===== src/mfirq_map.vh =====
/*
 register indices, field positions and reset values of the extended
 multi-function interrupt register bank. assumes an 8-bit register port.
*/
// Summary of operation
// - group 5/4 flags bits 7,6; enables 3,2
// - touch 4/3 flags bits 5,4; enables 1,0
// - touch 1/0 counter flags 7,5; enables 3,1
// - timer0 cmp A/P flags 7,6; enables 3,2
// - touch2 counter flag bit 5, enable 1
// - timer1 cmp B/A/P flags 6-4; enables 2-0
// - unimplemented timer1/timer2 bits read zero
// - eeprom, lvd, ext, timebase1 flags 7-4; enables 3-0
// - touch 4/3 counter flags 7,5; enables 3,1
// - timer2 cmp A/P flags 5,4; enables 1,0
// - flag one means pending; enable one permits, except touch 4/3 enables, which gate nothing
// - first enabled member flag pending sets group flag
// - flags set even when enable is zero
// - group service clears only the group flag
`ifndef MFIRQ_MAP_VH
`define MFIRQ_MAP_VH
`define MFIRQ_IDX_EXT      3'h0
`define MFIRQ_IDX_TCLO     3'h1
`define MFIRQ_IDX_TMR0     3'h2
`define MFIRQ_IDX_TMR1     3'h3
`define MFIRQ_IDX_MISC     3'h4
`define MFIRQ_IDX_TCHI     3'h5
`define MFIRQ_IDX_TMR2     3'h6
`define MFIRQ_IDX_STAT     3'h7
`define MFIRQ_IDX_MASK     4'h8
`define MFIRQ_RESET_VAL    8'h00
`define MFIRQ_IMPL_TCLO    8'hAA
`define MFIRQ_IMPL_TMR0    8'hEE
`define MFIRQ_IMPL_TMR1    8'h77
`define MFIRQ_IMPL_MISC    8'hFF
`define MFIRQ_IMPL_TCHI    8'hAA
`define MFIRQ_IMPL_TMR2    8'h33
`define MFIRQ_IMPL_EXT     8'hFF
`define MFIRQ_EXT_G5F      7
`define MFIRQ_EXT_G4F      6
`define MFIRQ_EXT_T4F      5
`define MFIRQ_EXT_T3F      4
`define MFIRQ_EXT_G5E      3
`define MFIRQ_EXT_G4E      2
`define MFIRQ_EXT_T4E      1
`define MFIRQ_EXT_T3E      0
`define MFIRQ_NSRC         6
`endif


===== src/mfirq_regs.v =====
/*
 extended multi-function interrupt register bank with status/mask
 interrupt output. assumes source events are one-cycle pulses from
 logic on ref_clk and a core that pulses grp_ack on vector service.
*/
// The plain strobed port and the address map were decided locally.
`include "mfirq_map.vh"
`timescale 1ns/1ns
`default_nettype none
module mfirq_regs (
    input  wire       ref_clk,
    input  wire       srst,
    input  wire [3:0] addr,
    input  wire [7:0] wdata,
    input  wire       wr,
    input  wire       rd,
    output reg  [7:0] rdata,
    input  wire [1:0] touch_mod_evt,
    input  wire [4:0] touch_cnt_evt,
    input  wire [1:0] timer0_evt,
    input  wire [2:0] timer1_evt,
    input  wire [1:0] timer2_evt,
    input  wire [3:0] misc_evt,
    input  wire [1:0] grp_ack,
    output wire [5:0] grp_req,
    output wire [1:0] ext_req,
    output wire       irq
);
    wire [7:0] src_val [0:5];
    wire [5:0] src_rise;
    wire [5:0] src_wr;
    wire [3:0] set_vec [0:5];
    wire [7:0] impl_vec [0:5];
    reg  [7:0] ext_r;
    reg  [7:0] ext_nxt;
    reg  [7:0] stat_r;
    reg  [7:0] mask_r;
    reg  [7:0] stat_nxt;
    wire [7:0] evt_vec;
    reg  [7:0] rd_nxt;

    function wr_hit;
        input [3:0] a;
        input [3:0] idx;
        begin
            wr_hit = (a == idx);
        end
    endfunction

    // flag positions per register, bit 7..4
    assign set_vec[0] = {touch_cnt_evt[1], 1'b0, touch_cnt_evt[0], 1'b0};
    assign set_vec[1] = {timer0_evt[1], timer0_evt[0],
                         touch_cnt_evt[2], 1'b0};
    assign set_vec[2] = {1'b0, timer1_evt};
    assign set_vec[3] = misc_evt;
    assign set_vec[4] = {touch_cnt_evt[4], 1'b0, touch_cnt_evt[3], 1'b0};
    assign set_vec[5] = {2'b00, timer2_evt};
    // reserved bits held at zero whatever software writes
    assign impl_vec[0] = `MFIRQ_IMPL_TCLO;
    assign impl_vec[1] = `MFIRQ_IMPL_TMR0;
    assign impl_vec[2] = `MFIRQ_IMPL_TMR1;
    assign impl_vec[3] = `MFIRQ_IMPL_MISC;
    assign impl_vec[4] = `MFIRQ_IMPL_TCHI;
    assign impl_vec[5] = `MFIRQ_IMPL_TMR2;

    genvar g;
    generate
        for (g = 0; g < `MFIRQ_NSRC; g = g + 1) begin : src
            assign src_wr[g] = wr & wr_hit(addr, g + 1);
            mfirq_src_reg #(
                .IMPL (impl_vec_const(g))
            ) u_reg (
                .ref_clk   (ref_clk),
                .srst      (srst),
                .wr_en     (src_wr[g]),
                .wr_data   (wdata),
                .set_in    (set_vec[g]),
                .value     (src_val[g]),
                .group_req (grp_req[g]),
                .rise      (src_rise[g])
            );
        end
    endgenerate

    function [7:0] impl_vec_const;
        input integer i;
        begin
            case (i)
                0: impl_vec_const = `MFIRQ_IMPL_TCLO;
                1: impl_vec_const = `MFIRQ_IMPL_TMR0;
                2: impl_vec_const = `MFIRQ_IMPL_TMR1;
                3: impl_vec_const = `MFIRQ_IMPL_MISC;
                4: impl_vec_const = `MFIRQ_IMPL_TCHI;
                default: impl_vec_const = `MFIRQ_IMPL_TMR2;
            endcase
        end
    endfunction

    // extended group register
    always @* begin
        ext_nxt = ext_r;
        if (wr && wr_hit(addr, {1'b0, `MFIRQ_IDX_EXT})) begin
            ext_nxt = wdata;
        end
        // group service clears only the group flag
        if (grp_ack[0]) begin
            ext_nxt[`MFIRQ_EXT_G4F] = 1'b0;
        end
        if (grp_ack[1]) begin
            ext_nxt[`MFIRQ_EXT_G5F] = 1'b0;
        end
        // group request (any enabled member flag) rising sets the group flag, set wins
        if (src_rise[4]) begin
            ext_nxt[`MFIRQ_EXT_G4F] = 1'b1;
        end
        if (src_rise[5]) begin
            ext_nxt[`MFIRQ_EXT_G5F] = 1'b1;
        end
        if (touch_mod_evt[0]) begin
            ext_nxt[`MFIRQ_EXT_T3F] = 1'b1;
        end
        if (touch_mod_evt[1]) begin
            ext_nxt[`MFIRQ_EXT_T4F] = 1'b1;
        end
    end

    // flag sets regardless of enable; request gated
    assign ext_req[0] = ext_r[`MFIRQ_EXT_G4F] & ext_r[`MFIRQ_EXT_G4E];
    assign ext_req[1] = ext_r[`MFIRQ_EXT_G5F] & ext_r[`MFIRQ_EXT_G5E];

    // sticky status: group rises, touch events
    assign evt_vec = {touch_mod_evt, src_rise};
    always @* begin
        stat_nxt = stat_r;
        if (wr && wr_hit(addr, {1'b0, `MFIRQ_IDX_STAT})) begin
            stat_nxt = stat_r & ~wdata;
        end
        stat_nxt = stat_nxt | evt_vec;
    end
    assign irq = |(stat_r & mask_r);

    always @* begin
        rd_nxt = 8'h00;
        if (addr == {1'b0, `MFIRQ_IDX_EXT}) begin
            rd_nxt = ext_r;
        end else if (addr == {1'b0, `MFIRQ_IDX_STAT}) begin
            rd_nxt = stat_r;
        end else if (addr == `MFIRQ_IDX_MASK) begin
            rd_nxt = mask_r;
        end else if (addr >= 4'h1 && addr <= 4'h6) begin
            rd_nxt = src_val[addr[2:0] - 3'h1];
        end
    end

    always @(posedge ref_clk) begin
        if (srst) begin
            ext_r  <= `MFIRQ_RESET_VAL;
            stat_r <= `MFIRQ_RESET_VAL;
            mask_r <= `MFIRQ_RESET_VAL;
            rdata  <= 8'h00;
        end else begin
            ext_r  <= ext_nxt;
            stat_r <= stat_nxt;
            if (wr && addr == `MFIRQ_IDX_MASK) begin
                mask_r <= wdata;
            end
            rdata <= rd ? rd_nxt : 8'h00;
        end
    end
endmodule
`default_nettype wire


===== src/mfirq_src_reg.v =====
/*
 one per-source flag/enable register: flags in the high nibble,
 enables in the low nibble. assumes same clock as the register port.
*/
`include "mfirq_map.vh"
`timescale 1ns/1ns
`default_nettype none
module mfirq_src_reg #(
    parameter [7:0] IMPL = 8'hFF
) (
    input  wire       ref_clk,
    input  wire       srst,
    input  wire       wr_en,
    input  wire [7:0] wr_data,
    input  wire [3:0] set_in,
    output wire [7:0] value,
    output wire       group_req,
    output wire       rise
);
    reg  [7:0] val_r;
    wire [7:0] val_nxt;
    reg        req_q_r;
    // hardware set wins over software write
    assign val_nxt = ((wr_en ? wr_data : val_r) | {set_in, 4'h0}) & IMPL;
    always @(posedge ref_clk) begin
        if (srst) begin
            val_r   <= `MFIRQ_RESET_VAL;
            req_q_r <= 1'b0;
        end else begin
            val_r   <= val_nxt;
            req_q_r <= group_req;
        end
    end
    assign value = val_r;
    // each flag qualified by its own enable
    assign group_req = |(val_r[7:4] & val_r[3:0]);
    assign rise = group_req & ~req_q_r;
endmodule
`default_nettype wire


===== config.mk =====
export PLATFORM = sky130hd
export DESIGN_NAME = mfirq_regs
export DESIGN_NICKNAME = d
export VERILOG_FILES = /design/src/mfirq_regs.v /design/src/mfirq_src_reg.v
export VERILOG_INCLUDE_DIRS = /design/src
export SDC_FILE = /design/constraint.sdc
export NUM_CORES = 1
export LEC_CHECK = 0
export ABC_AREA = 1
export BUFFER_PORTS_ARGS = -buffer_cell sky130_fd_sc_hd__clkbuf_2
export CAP_MARGIN = 20
export CORE_UTILIZATION = 45
export CTS_CLUSTER_DIAMETER = 200
export CTS_CLUSTER_SIZE = 10
export DETAILED_ROUTE_END_ITERATION = 8
export PLACE_DENSITY = 0.66
export SYNTH_ARGS = -nofsm -noshare
export SYNTH_HDL_FRONTEND = slang
export SYNTH_SLANG_ARGS = --single-unit

===== constraint.sdc =====
create_clock -name ref_clk -period 4 [get_ports ref_clk]
set_input_delay 0 -clock ref_clk [delete_from_list [all_inputs] [get_ports ref_clk]]
set_output_delay 0 -clock ref_clk [all_outputs]
set_load 0.01 [all_outputs]

==> results of run 1 <==
-- flip-flops by register name, indices dropped and copies added (netlist names) --
register           flops
src.u_reg.value       32
ext_r                  8
mask_r                 8
rdata                  8
stat_r                 8
src.u_reg.req_q_r      6
-- where the power goes --
group	switching [mW]	internal (mW)
Combinational	0.128	0.0804
Sequential	0.0140	0.723
Clock	0.280	0.385
Total	0.423	1.19
-- synth_stat cells (all sizes together) --
master  instances
inv            97
nand2          96
dfxtp          70
o21ai          64
nor2           50
a21oi          47
nand3          21
buf            15
o31ai          13
o22ai           7
or2             6
ha              5
clkbuf          4
a31oi           2
o211ai          2
a221oi          1
clkinv          1
o21bai          1
o221ai          1
-- critical path, delay by kind of cell --
| kind | cells | cell delay (ps) |
|---|---|---|
| and+or+nand+nor | 2 | 400 |
| buffers and inverters | 4 | 1340 |
| adders and majority gates | 1 | 240 |
| AOI/OAI and AO/OA | 2 | 220 |
-- per-layer routing --
layer  routed length (µm)  up-vias  share of wire, %  GRT usage, %
met3                  425       20               4.3          3.38
met1                 4780     1553                48          36.0
met4                  234        0               2.4          11.1
met2                 4490       83                45          41.6
li1                     -     1742                 -             -
met5                    0        -                 0             0
-- cell families (layout without fill, tap and decap cells) --
kind of cell	Yosys count	count (layout)	share of synthesized area (%)
AO/OA/AOI/OAI	138	138	21.7
adder cells (fa/ha/maj)	5	5	1.81
buffers and inverters	117	196	14.0
flip-flops	70	70	40.6
AND/OR/NAND/NOR	173	173	21.9
-- cell type report --
class	count	area [µm²]	area share, %
clock inverter	5	81.3	1.90
clock buffer	11	151	3.54
sequential	70	1400	32.8
timing repair buffer	82	578	13.5
inverter	98	368	8.61
multi-input combinational	316	1570	36.7
tap	99	124	2.90
-- final timing paths --
path	slack, ps	depth (start not counted)	end	start
worst max-delay path	2000	9	ext_r[7]$_SDFFE_PP0P_	addr[0]
worst min-delay path	20	3	mask_r[5]$_SDFFE_PP0P_	wdata[5]
worst max register to register	2660	5	ext_r[7]$_SDFFE_PP0P_	ext_r[7]$_SDFFE_PP0P_
worst min register to register	420	1	stat_r[3]$_SDFF_PP0_	src[3].u_reg.req_q_r$_SDFF_PP0_
-- layout by cell type, fill, tap and decap left out, types with 11 or more instances in the layout --
master          n
nand2_1        95
clkbuf_8       11
clkbuf_2       52
inv_1          92
o31ai_1        13
dlygate4sd3_1  29
nand3_1        21
nor2_1         41
a21oi_1        47
dfxtp_1        70
o21ai_0        61
-- per-stage QoR --
step           total power [mW]  cell area, µm²
6_report                   1.61            4270
5_1_grt                    1.67            4270
4_1_cts                    1.62            4270
3_5_place_dp              0.937            3750
3_3_place_gp              0.931            3720
2_1_floorplan             0.868            3450
==> flow_summary.yaml, run 1 <==
grt:
  grt_remaining_overflow: 0
  grt_use_total_pct: 26.2
  antenna_found_initial: 0
  grt_pass1_vias: 3119
  grt_start_max_net_pins: 28
  grt_pass1_wl_um: 15400
final_layout:
  n_antenna_cell: 0
  instances_no_fill: 681
  drive_above_1_share_pct: 15.3
  nFillCells: 750
  nNetsFinal: 618
  post-route-util_pct: 58.3
  synthToLayoutAreaGrowth_pct: 23.7
logic_synthesis:
  synth_top_area_cell: "dfxtp_1"
  syn_inst: 503
  netlist_top_cells_area: "dfxtp_1 41%, nand2_1 10%, inv_1 10%"
  yosysSeqAreaShare_pct: 40.6
  synth_area_um2: 3450
  syn_avg_cell_area_um2: 6.86
  synth_cell_types: 28
  syn-num-nets: 544
  synth-warning-count: 0
  synth_top_area_share_pct: 40.6
  ys_seq_elements: 70
setup_path:
  cp-end-kind: "flip-flop"
  path_class: "in2reg"
  start_kind: "input port"
  max_stage_delay_ps: 570
  cp_data_arrival_time_ps: 2230
  cp_cell_sequence: "clkbuf_2 > inv_2 > ha_1 > nand2_1 > nor2_4 > inv_1 > o21ai_0 > dlygate4sd3_1 > a21oi_1"
  path_max_fanout: 20
  slowest_stage: "dlygate4sd3_1"
  crit_required_ps: 4220
power_and_ir_drop:
  cellPowerDensity_nw_per_um2: 377
  max-vdd-ir-drop_mv: 0.306
  power_leakage_nw: 2.02
cts:
  ctsResizeCount: 0
  cts_hold_buf: 29
  h-tree-depth: 3
  numClockSinks: 70
  cts_tree: "built"
  clk_latency_ps: 350
  post-cts-setup-buffers: 0
  cts_buffers: 9
  clockRootBuffer: "clkbuf_8"
  cts_max_path_buffers: 2
  path_clk_slew_ps: 80
floorplan:
  start_util_pct: 47.1
  die_w_um: 89.6
  ios: 53
  core_um2: 7330
  dieArea_um2: 8030
  rows: 31
  fp.dieH_um: 89.6
run_status:
  status: "finished clean"
route:
  vias: 3398
  drt-initial-drc-count: 208
  ant_nets: 0
  totalWireLength_um: 9930
  drtPass1Iterations: 4
  routedWlPerCell_um: 14.6
  drc_errors: 0
  viasPerCell: 4.99
placement:
  pre_cts_ws_ps: 1860
  dp.cells: 636
  gp_congestion: 0.972
  port_buffers: 52
  hpwl_um: 7250
timing:
  slew_violations: 0
  fin_skew_ps: 7.04
  rsz0062_at_grt: "no"
  setup_viol: 0
  setup_tns_ps: 0
  finalHoldViolCount: 0
  max_freq_mhz: 500
  worst_slew_pin_slew_ps: 636
  maxSlewHeadroom_pct: 57.3
  worst_slack_ps: 2000
  fin_crit_ps: 2000
  finalCritPeriodShare_pct: 50.0
  whs_ps: 15.9
flow_run:
  cap_violations: 0
min_path:
  hp-class: "in2reg"
Power figures use the tool's default switching activity.
==> inputs of run 2 (changes only) <==
PLACE_DENSITY = 0.68   (was 0.66)
clock period = 1.8 ns   (was 4 ns; I/O delays follow)
==> run 2 against run 1 <==
Core utilization fell by 0.26 points. Final cell count rose by 0.15%. Worst hold slack got worse by 13 ps. Sequential share of layout area rose by 0.14 points. Wire length fell by 0.19%. Largest cell class unchanged.
==> flow_summary.yaml, run 2 (same netlist as run 1, synthesis figures left out) <==
setup_path:
  crit_required_ps: 2040
  r2r_end: "ext_r[6]$_SDFFE_PP0P_"
  start_kind: "input port"
  path_max_fanout: 8
  reg2reg_slack_ps: 570
  path_class: "in2reg"
  cp-end-kind: "flip-flop"
  cp_data_arrival_time_ps: 1780
  reg2regPathDepth: 5
  reg2reg_from: "src[4].u_reg.value[1]$_SDFFE_PP0N_"
final_layout:
  largest_reg_flops: 32
  mostFrequentLayoutCells: "95 x nand2_1, 92 x inv_1, 70 x dfxtp_1"
  n_antenna_cell: 0
  nNetsFinal: 620
  mostFrequentLayoutCell: "nand2_1"
  synthToLayoutAreaGrowth_pct: 23.2
  drive_above_1_share_pct: 15.6
grt:
  grt_start_max_net_pins: 47
  grt_pass1_wl_um: 15500
  antenna_found_initial: 0
  grt_remaining_overflow: 0
  grt_use_total_pct: 26.5
  grt_pass1_vias: 3187
placement:
  port_buffers: 52
  hpwl_um: 7410
  gp_congestion: 0.920
cts:
  clk_latency_ps: 350
  h-tree-depth: 3
  cts_buffers: 9
  clockRootBuffer: "clkbuf_8"
  ctsResizeCount: 0
  path_clk_slew_ps: 80
  cts_max_path_buffers: 2
  cts_tree: "built"
  numClockSinks: 70
flow_run:
  cap_violations: 0
floorplan:
  fp.dieH_um: 89.6
  core_um2: 7330
  ios: 53
  start_util_pct: 47.1
  rows: 31
  dieArea_um2: 8030
  die_w_um: 89.6
min_path:
  min_path_cells: 3
  worstHoldStart: "wdata[7]"
  min_to: "mask_r[7]$_SDFFE_PP0P_"
  hp-class: "in2reg"
run_status:
  status: "finished clean"
timing:
  finalCritPeriodShare_pct: 85.8
  slew_violations: 0
  finalHoldViolCount: 0
  fin_crit_ps: 1540
  maxSlewHeadroom_pct: 67.4
  rsz0062_at_grt: "no"
  worst_slew_pin_slew_ps: 488
  setup_viol: 0
  setup_tns_ps: 0
  fin_skew_ps: 12.6
  max_freq_mhz: 647
power_and_ir_drop:
  p_total_mw: 3.52
  cellPowerDensity_nw_per_um2: 827
  max-vdd-ir-drop_mv: 0.506
  power_leakage_nw: 2.01
route:
  viasPerCell: 5.05
  drt-initial-drc-count: 257
  routedWlPerCell_um: 14.5
  totalWireLength_um: 9910
  drc_errors: 0
  vias: 3443
  drtPass1Iterations: 5
  ant_nets: 0
-- run 2: changes by cell type in the layout (fill, tap and decap cells not counted) --
cell,change
clkinvlp_4,+1
buf_16,-1
clkinv_2,-1
dlygate4sd3_1,-1
buf_4,+4
clkbuf_8,-1
-- run 2: worst max path at each step --
| stage | from | to | slack [ps] | cells past startpoint |
|---|---|---|---|---|
| detailed placement | addr[1] | rdata[3]$_SDFF_PP0_ | 250 | 12 |
| finish | addr[0] | src[1].u_reg.value[5]$_SDFF_PP0_ | 260 | 10 |
| CTS | addr[0] | src[1].u_reg.value[5]$_SDFF_PP0_ | 280 | 10 |
| floorplan | addr[0] | rdata[7]$_SDFF_PP0_ | 370 | 13 |
| global placement | addr[1] | rdata[3]$_SDFF_PP0_ | 260 | 12 |
| global route | addr[0] | src[1].u_reg.value[5]$_SDFF_PP0_ | 130 | 10 |
-- run 2: layout make-up --
| class | count | area, µm² |
|---|---|---|
| Multi-Input combinational cell | 316 | 1570 |
| Fill cell | 718 | 3080 |
| Timing Repair Buffer | 84 | 571 |
| Clock buffer | 10 | 138 |
| Tap cell | 99 | 124 |
| Sequential cell | 70 | 1400 |
| Clock inverter | 5 | 83.8 |
| Inverter | 98 | 368 |
-- run 2: repair_timing --
item | in CTS | in global routing
endpoints found under the setup margin | 0 | 0
setup buffers | 0 | 0
hold buffers | 28 | 0
hold endpoints to repair | 27 | 0
-- run 2: per-layer routing --
metal  track usage [%]  part of all wire, %  vias to the layer above
li1                  -                    -                     1745
met5                 0                    0                        -
met2              40.7                   43                      126
met1              35.6                   46                     1546
met3              4.75                  6.2                       26
met4              13.7                  4.0                        0
-- run 2: metrics by stage --
stage | hold WS, ps | area (µm²) | setup WS [ps] | util [%] | instances
after global routing | 32.9 | 4250 | 134 | 58.0 | 682
after global placement | 205 | 3750 | 257 | 51.2 | 639
final | 3.21 | 4250 | 256 | 58.0 | 682
after floorplan | 118 | 3450 | 375 | - | 503
after detailed placement | 207 | 3750 | 251 | 51.2 | 639
after CTS | 3.92 | 4250 | 283 | 58.0 | 682
-- run 2: worst max-delay path: stages --
cell           delay [ps]
clkbuf_2              100
inv_2                 120
buf_4                 170
ha_1                  190
nand2_1               160
nor2_4                230
inv_1                 130
nand2_1                70
a31oi_1                60
dlygate4sd3_1         550
-- run 2: report_power, final --
group / internal [mW] / total (mW) / switching, mW
Clock: 0.812 / 1.42 / 0.604
Sequential: 1.61 / 1.64 / 0.0318
Combinational: 0.178 / 0.461 / 0.283
==> inputs of run 3 (changes only) <==
CORE_UTILIZATION = 40   (was 45)
CTS_BUF_LIST = sky130_fd_sc_hd__clkbuf_2   (was default)
PLACE_DENSITY = default   (was 0.68)
==> run 3 against run 2 <==
Design area increased by 3.1%. Core utilization decreased by 5.2 points. Maximum frequency decreased by 10%. Register-to-register slack got worse by 180 ps. Global-route usage decreased by 2.0 points. Combinational power increased by 9.3%. Largest power group unchanged. Clock skew increased by 29 ps. Sequential power about the same. Die area increased by 12%. Critical path type unchanged.
==> flow_summary.yaml, run 3 (same netlist as run 1, synthesis figures left out) <==
run_status:
  status: "finished clean"
power_and_ir_drop:
  cellPowerDensity_nw_per_um2: 692
  power.switching_uw: 906
  power_leakage_nw: 2.07
  p_total_mw: 3.04
  pwr-share-clk_pct: 29.3
  max-vdd-ir-drop_mv: 0.346
  seqPwrFrac_pct: 54.1
  p_comb_share_pct: 16.6
  p_int_mw: 2.13
  p_sw_share_pct: 29.8
timing:
  maxSlewHeadroom_pct: 68.3
  slew_violations: 0
  setup_tns_ps: 0
  whs_ps: 99.8
  finalCritPeriodShare_pct: 95.6
  max_freq_mhz: 581
  fin_skew_ps: 41.3
  setup_viol: 0
  worst_slew_pin_slew_ps: 476
  fin_crit_ps: 1720
  rsz0062_at_grt: "no"
  finalHoldViolCount: 0
route:
  totalWireLength_um: 10400
  routedWlPerCell_um: 14.5
  ant_nets: 0
  top_layer_used: "met4"
  wl_met2_um: 4780
  met3RoutedLength_um: 594
  vias: 3516
  drt-initial-drc-count: 227
  drtPass1Iterations: 5
  viasPerCell: 4.94
  wl_met1_um: 4890
  drc_errors: 0
floorplan:
  ios: 53
  core_um2: 8300
  dieArea_um2: 9010
  start_util_pct: 41.6
  fp.dieH_um: 94.9
  rows: 33
  die_w_um: 94.9
min_path:
  min_to: "stat_r[2]$_SDFF_PP0_"
  min_path_cells: 6
  worstHoldStart: "addr[2]"
  hp-class: "in2reg"
cts:
  cts_buffers: 9
  cts_tree: "built"
  clockRootBuffer: "clkbuf_2"
  path_clk_slew_ps: 200
  numClockSinks: 70
  cts_max_path_buffers: 2
  clk_latency_ps: 540
  h-tree-depth: 3
setup_path:
  path_class: "in2reg"
  r2r_end: "src[5].u_reg.value[4]$_SDFF_PP0_"
  start_kind: "input port"
  reg2reg_from: "src[5].u_reg.value[4]$_SDFF_PP0_"
  reg2reg_slack_ps: 390
  cp_data_arrival_time_ps: 2160
  reg2regPathDepth: 5
  cp-end-kind: "flip-flop"
  crit_required_ps: 2240
  path_max_fanout: 8
final_layout:
  n_antenna_cell: 0
  multi_input_area_um2: 1580
  largest_reg_flops: 32
  nFillCells: 855
  synthToLayoutAreaGrowth_pct: 27.1
  drive_above_1_share_pct: 15.3
  seq_area_um2: 1400
  nNetsFinal: 643
  mostFrequentLayoutCell: "nand2_1"
  fin_area_um2: 4390
  mostFrequentLayoutCells: "95 x nand2_1, 92 x inv_1, 70 x dfxtp_1"
grt:
  grt_start_max_net_pins: 47
  grt_use_total_pct: 24.5
  grt_pass1_vias: 3329
  antenna_found_initial: 0
  grt_remaining_overflow: 0
  grt_pass1_wl_um: 16300
placement:
  gp_congestion: 0.950
  place_area_um2: 3750
  hpwl_um: 7320
  port_buffers: 52
flow_run:
  cap_violations: 0
[run 3: power by group through the flow]
stage	clock network, mW	registers, mW	logic, mW
after floorplan	0	1.67	0.264
after global placement	0	1.67	0.402
after detailed placement	0	1.67	0.406
after CTS	0.913	1.64	0.492
after global routing	0.978	1.65	0.558
final	0.891	1.64	0.504
[run 3: per-layer routing]
metal  GRT usage (%)  up-vias
li1                -     1796
met1            32.8     1613
met2            40.0       99
met3            4.67        8
met4            6.57        0
met5               0        -
[run 3: worst max-delay path: stages]
cell and delay [ps]:
dlygate4sd3_1 530, clkbuf_2 170, nor2_1 170, inv_2 140
nor2_4 200, inv_1 120, a21oi_1 180, a21oi_1 90
dlygate4sd3_1 560
[run 3: worst max path at each step]
stage,slack (ps),end,start,cells past startpoint
floorplan,370,rdata[7]$_SDFF_PP0_,addr[0],13
global placement,250,rdata[7]$_SDFF_PP0_,addr[0],11
detailed placement,200,rdata[7]$_SDFF_PP0_,addr[0],11
CTS,110,mask_r[3]$_SDFFE_PP0P_,addr[3],8
global route,20,src[1].u_reg.value[7]$_SDFF_PP0_,addr[3],9
finish,80,src[2].u_reg.value[6]$_SDFF_PP0_,addr[3],9
[run 3: layout make-up]
class / instances / area share [%]
clock buffers: 9 / 1.03
well taps: 105 / 2.99
multi-input cells: 316 / 36.0
inverters: 98 / 8.39
clock inverters: 7 / 1.48
repair buffers: 107 / 18.2
flip-flops and latches: 70 / 31.9
[run 3: repair_timing]
action | in CTS | in global routing
gates resized for setup | 0 | 2
hold buffers | 50 | 0
buffers inserted | 0 | 2
endpoints found under the setup margin | 0 | 5
endpoints found under the hold margin | 65 | 0
[run 3: per-stage QoR]
step           cells  utilization [%]  worst slack (ps)
2_1_floorplan    503                -               375
3_3_place_gp     644             45.2               251
3_5_place_dp     644             45.2               200
4_1_cts          710             52.6               114
5_1_grt          712             52.9              22.1
6_report         712             52.9              78.9
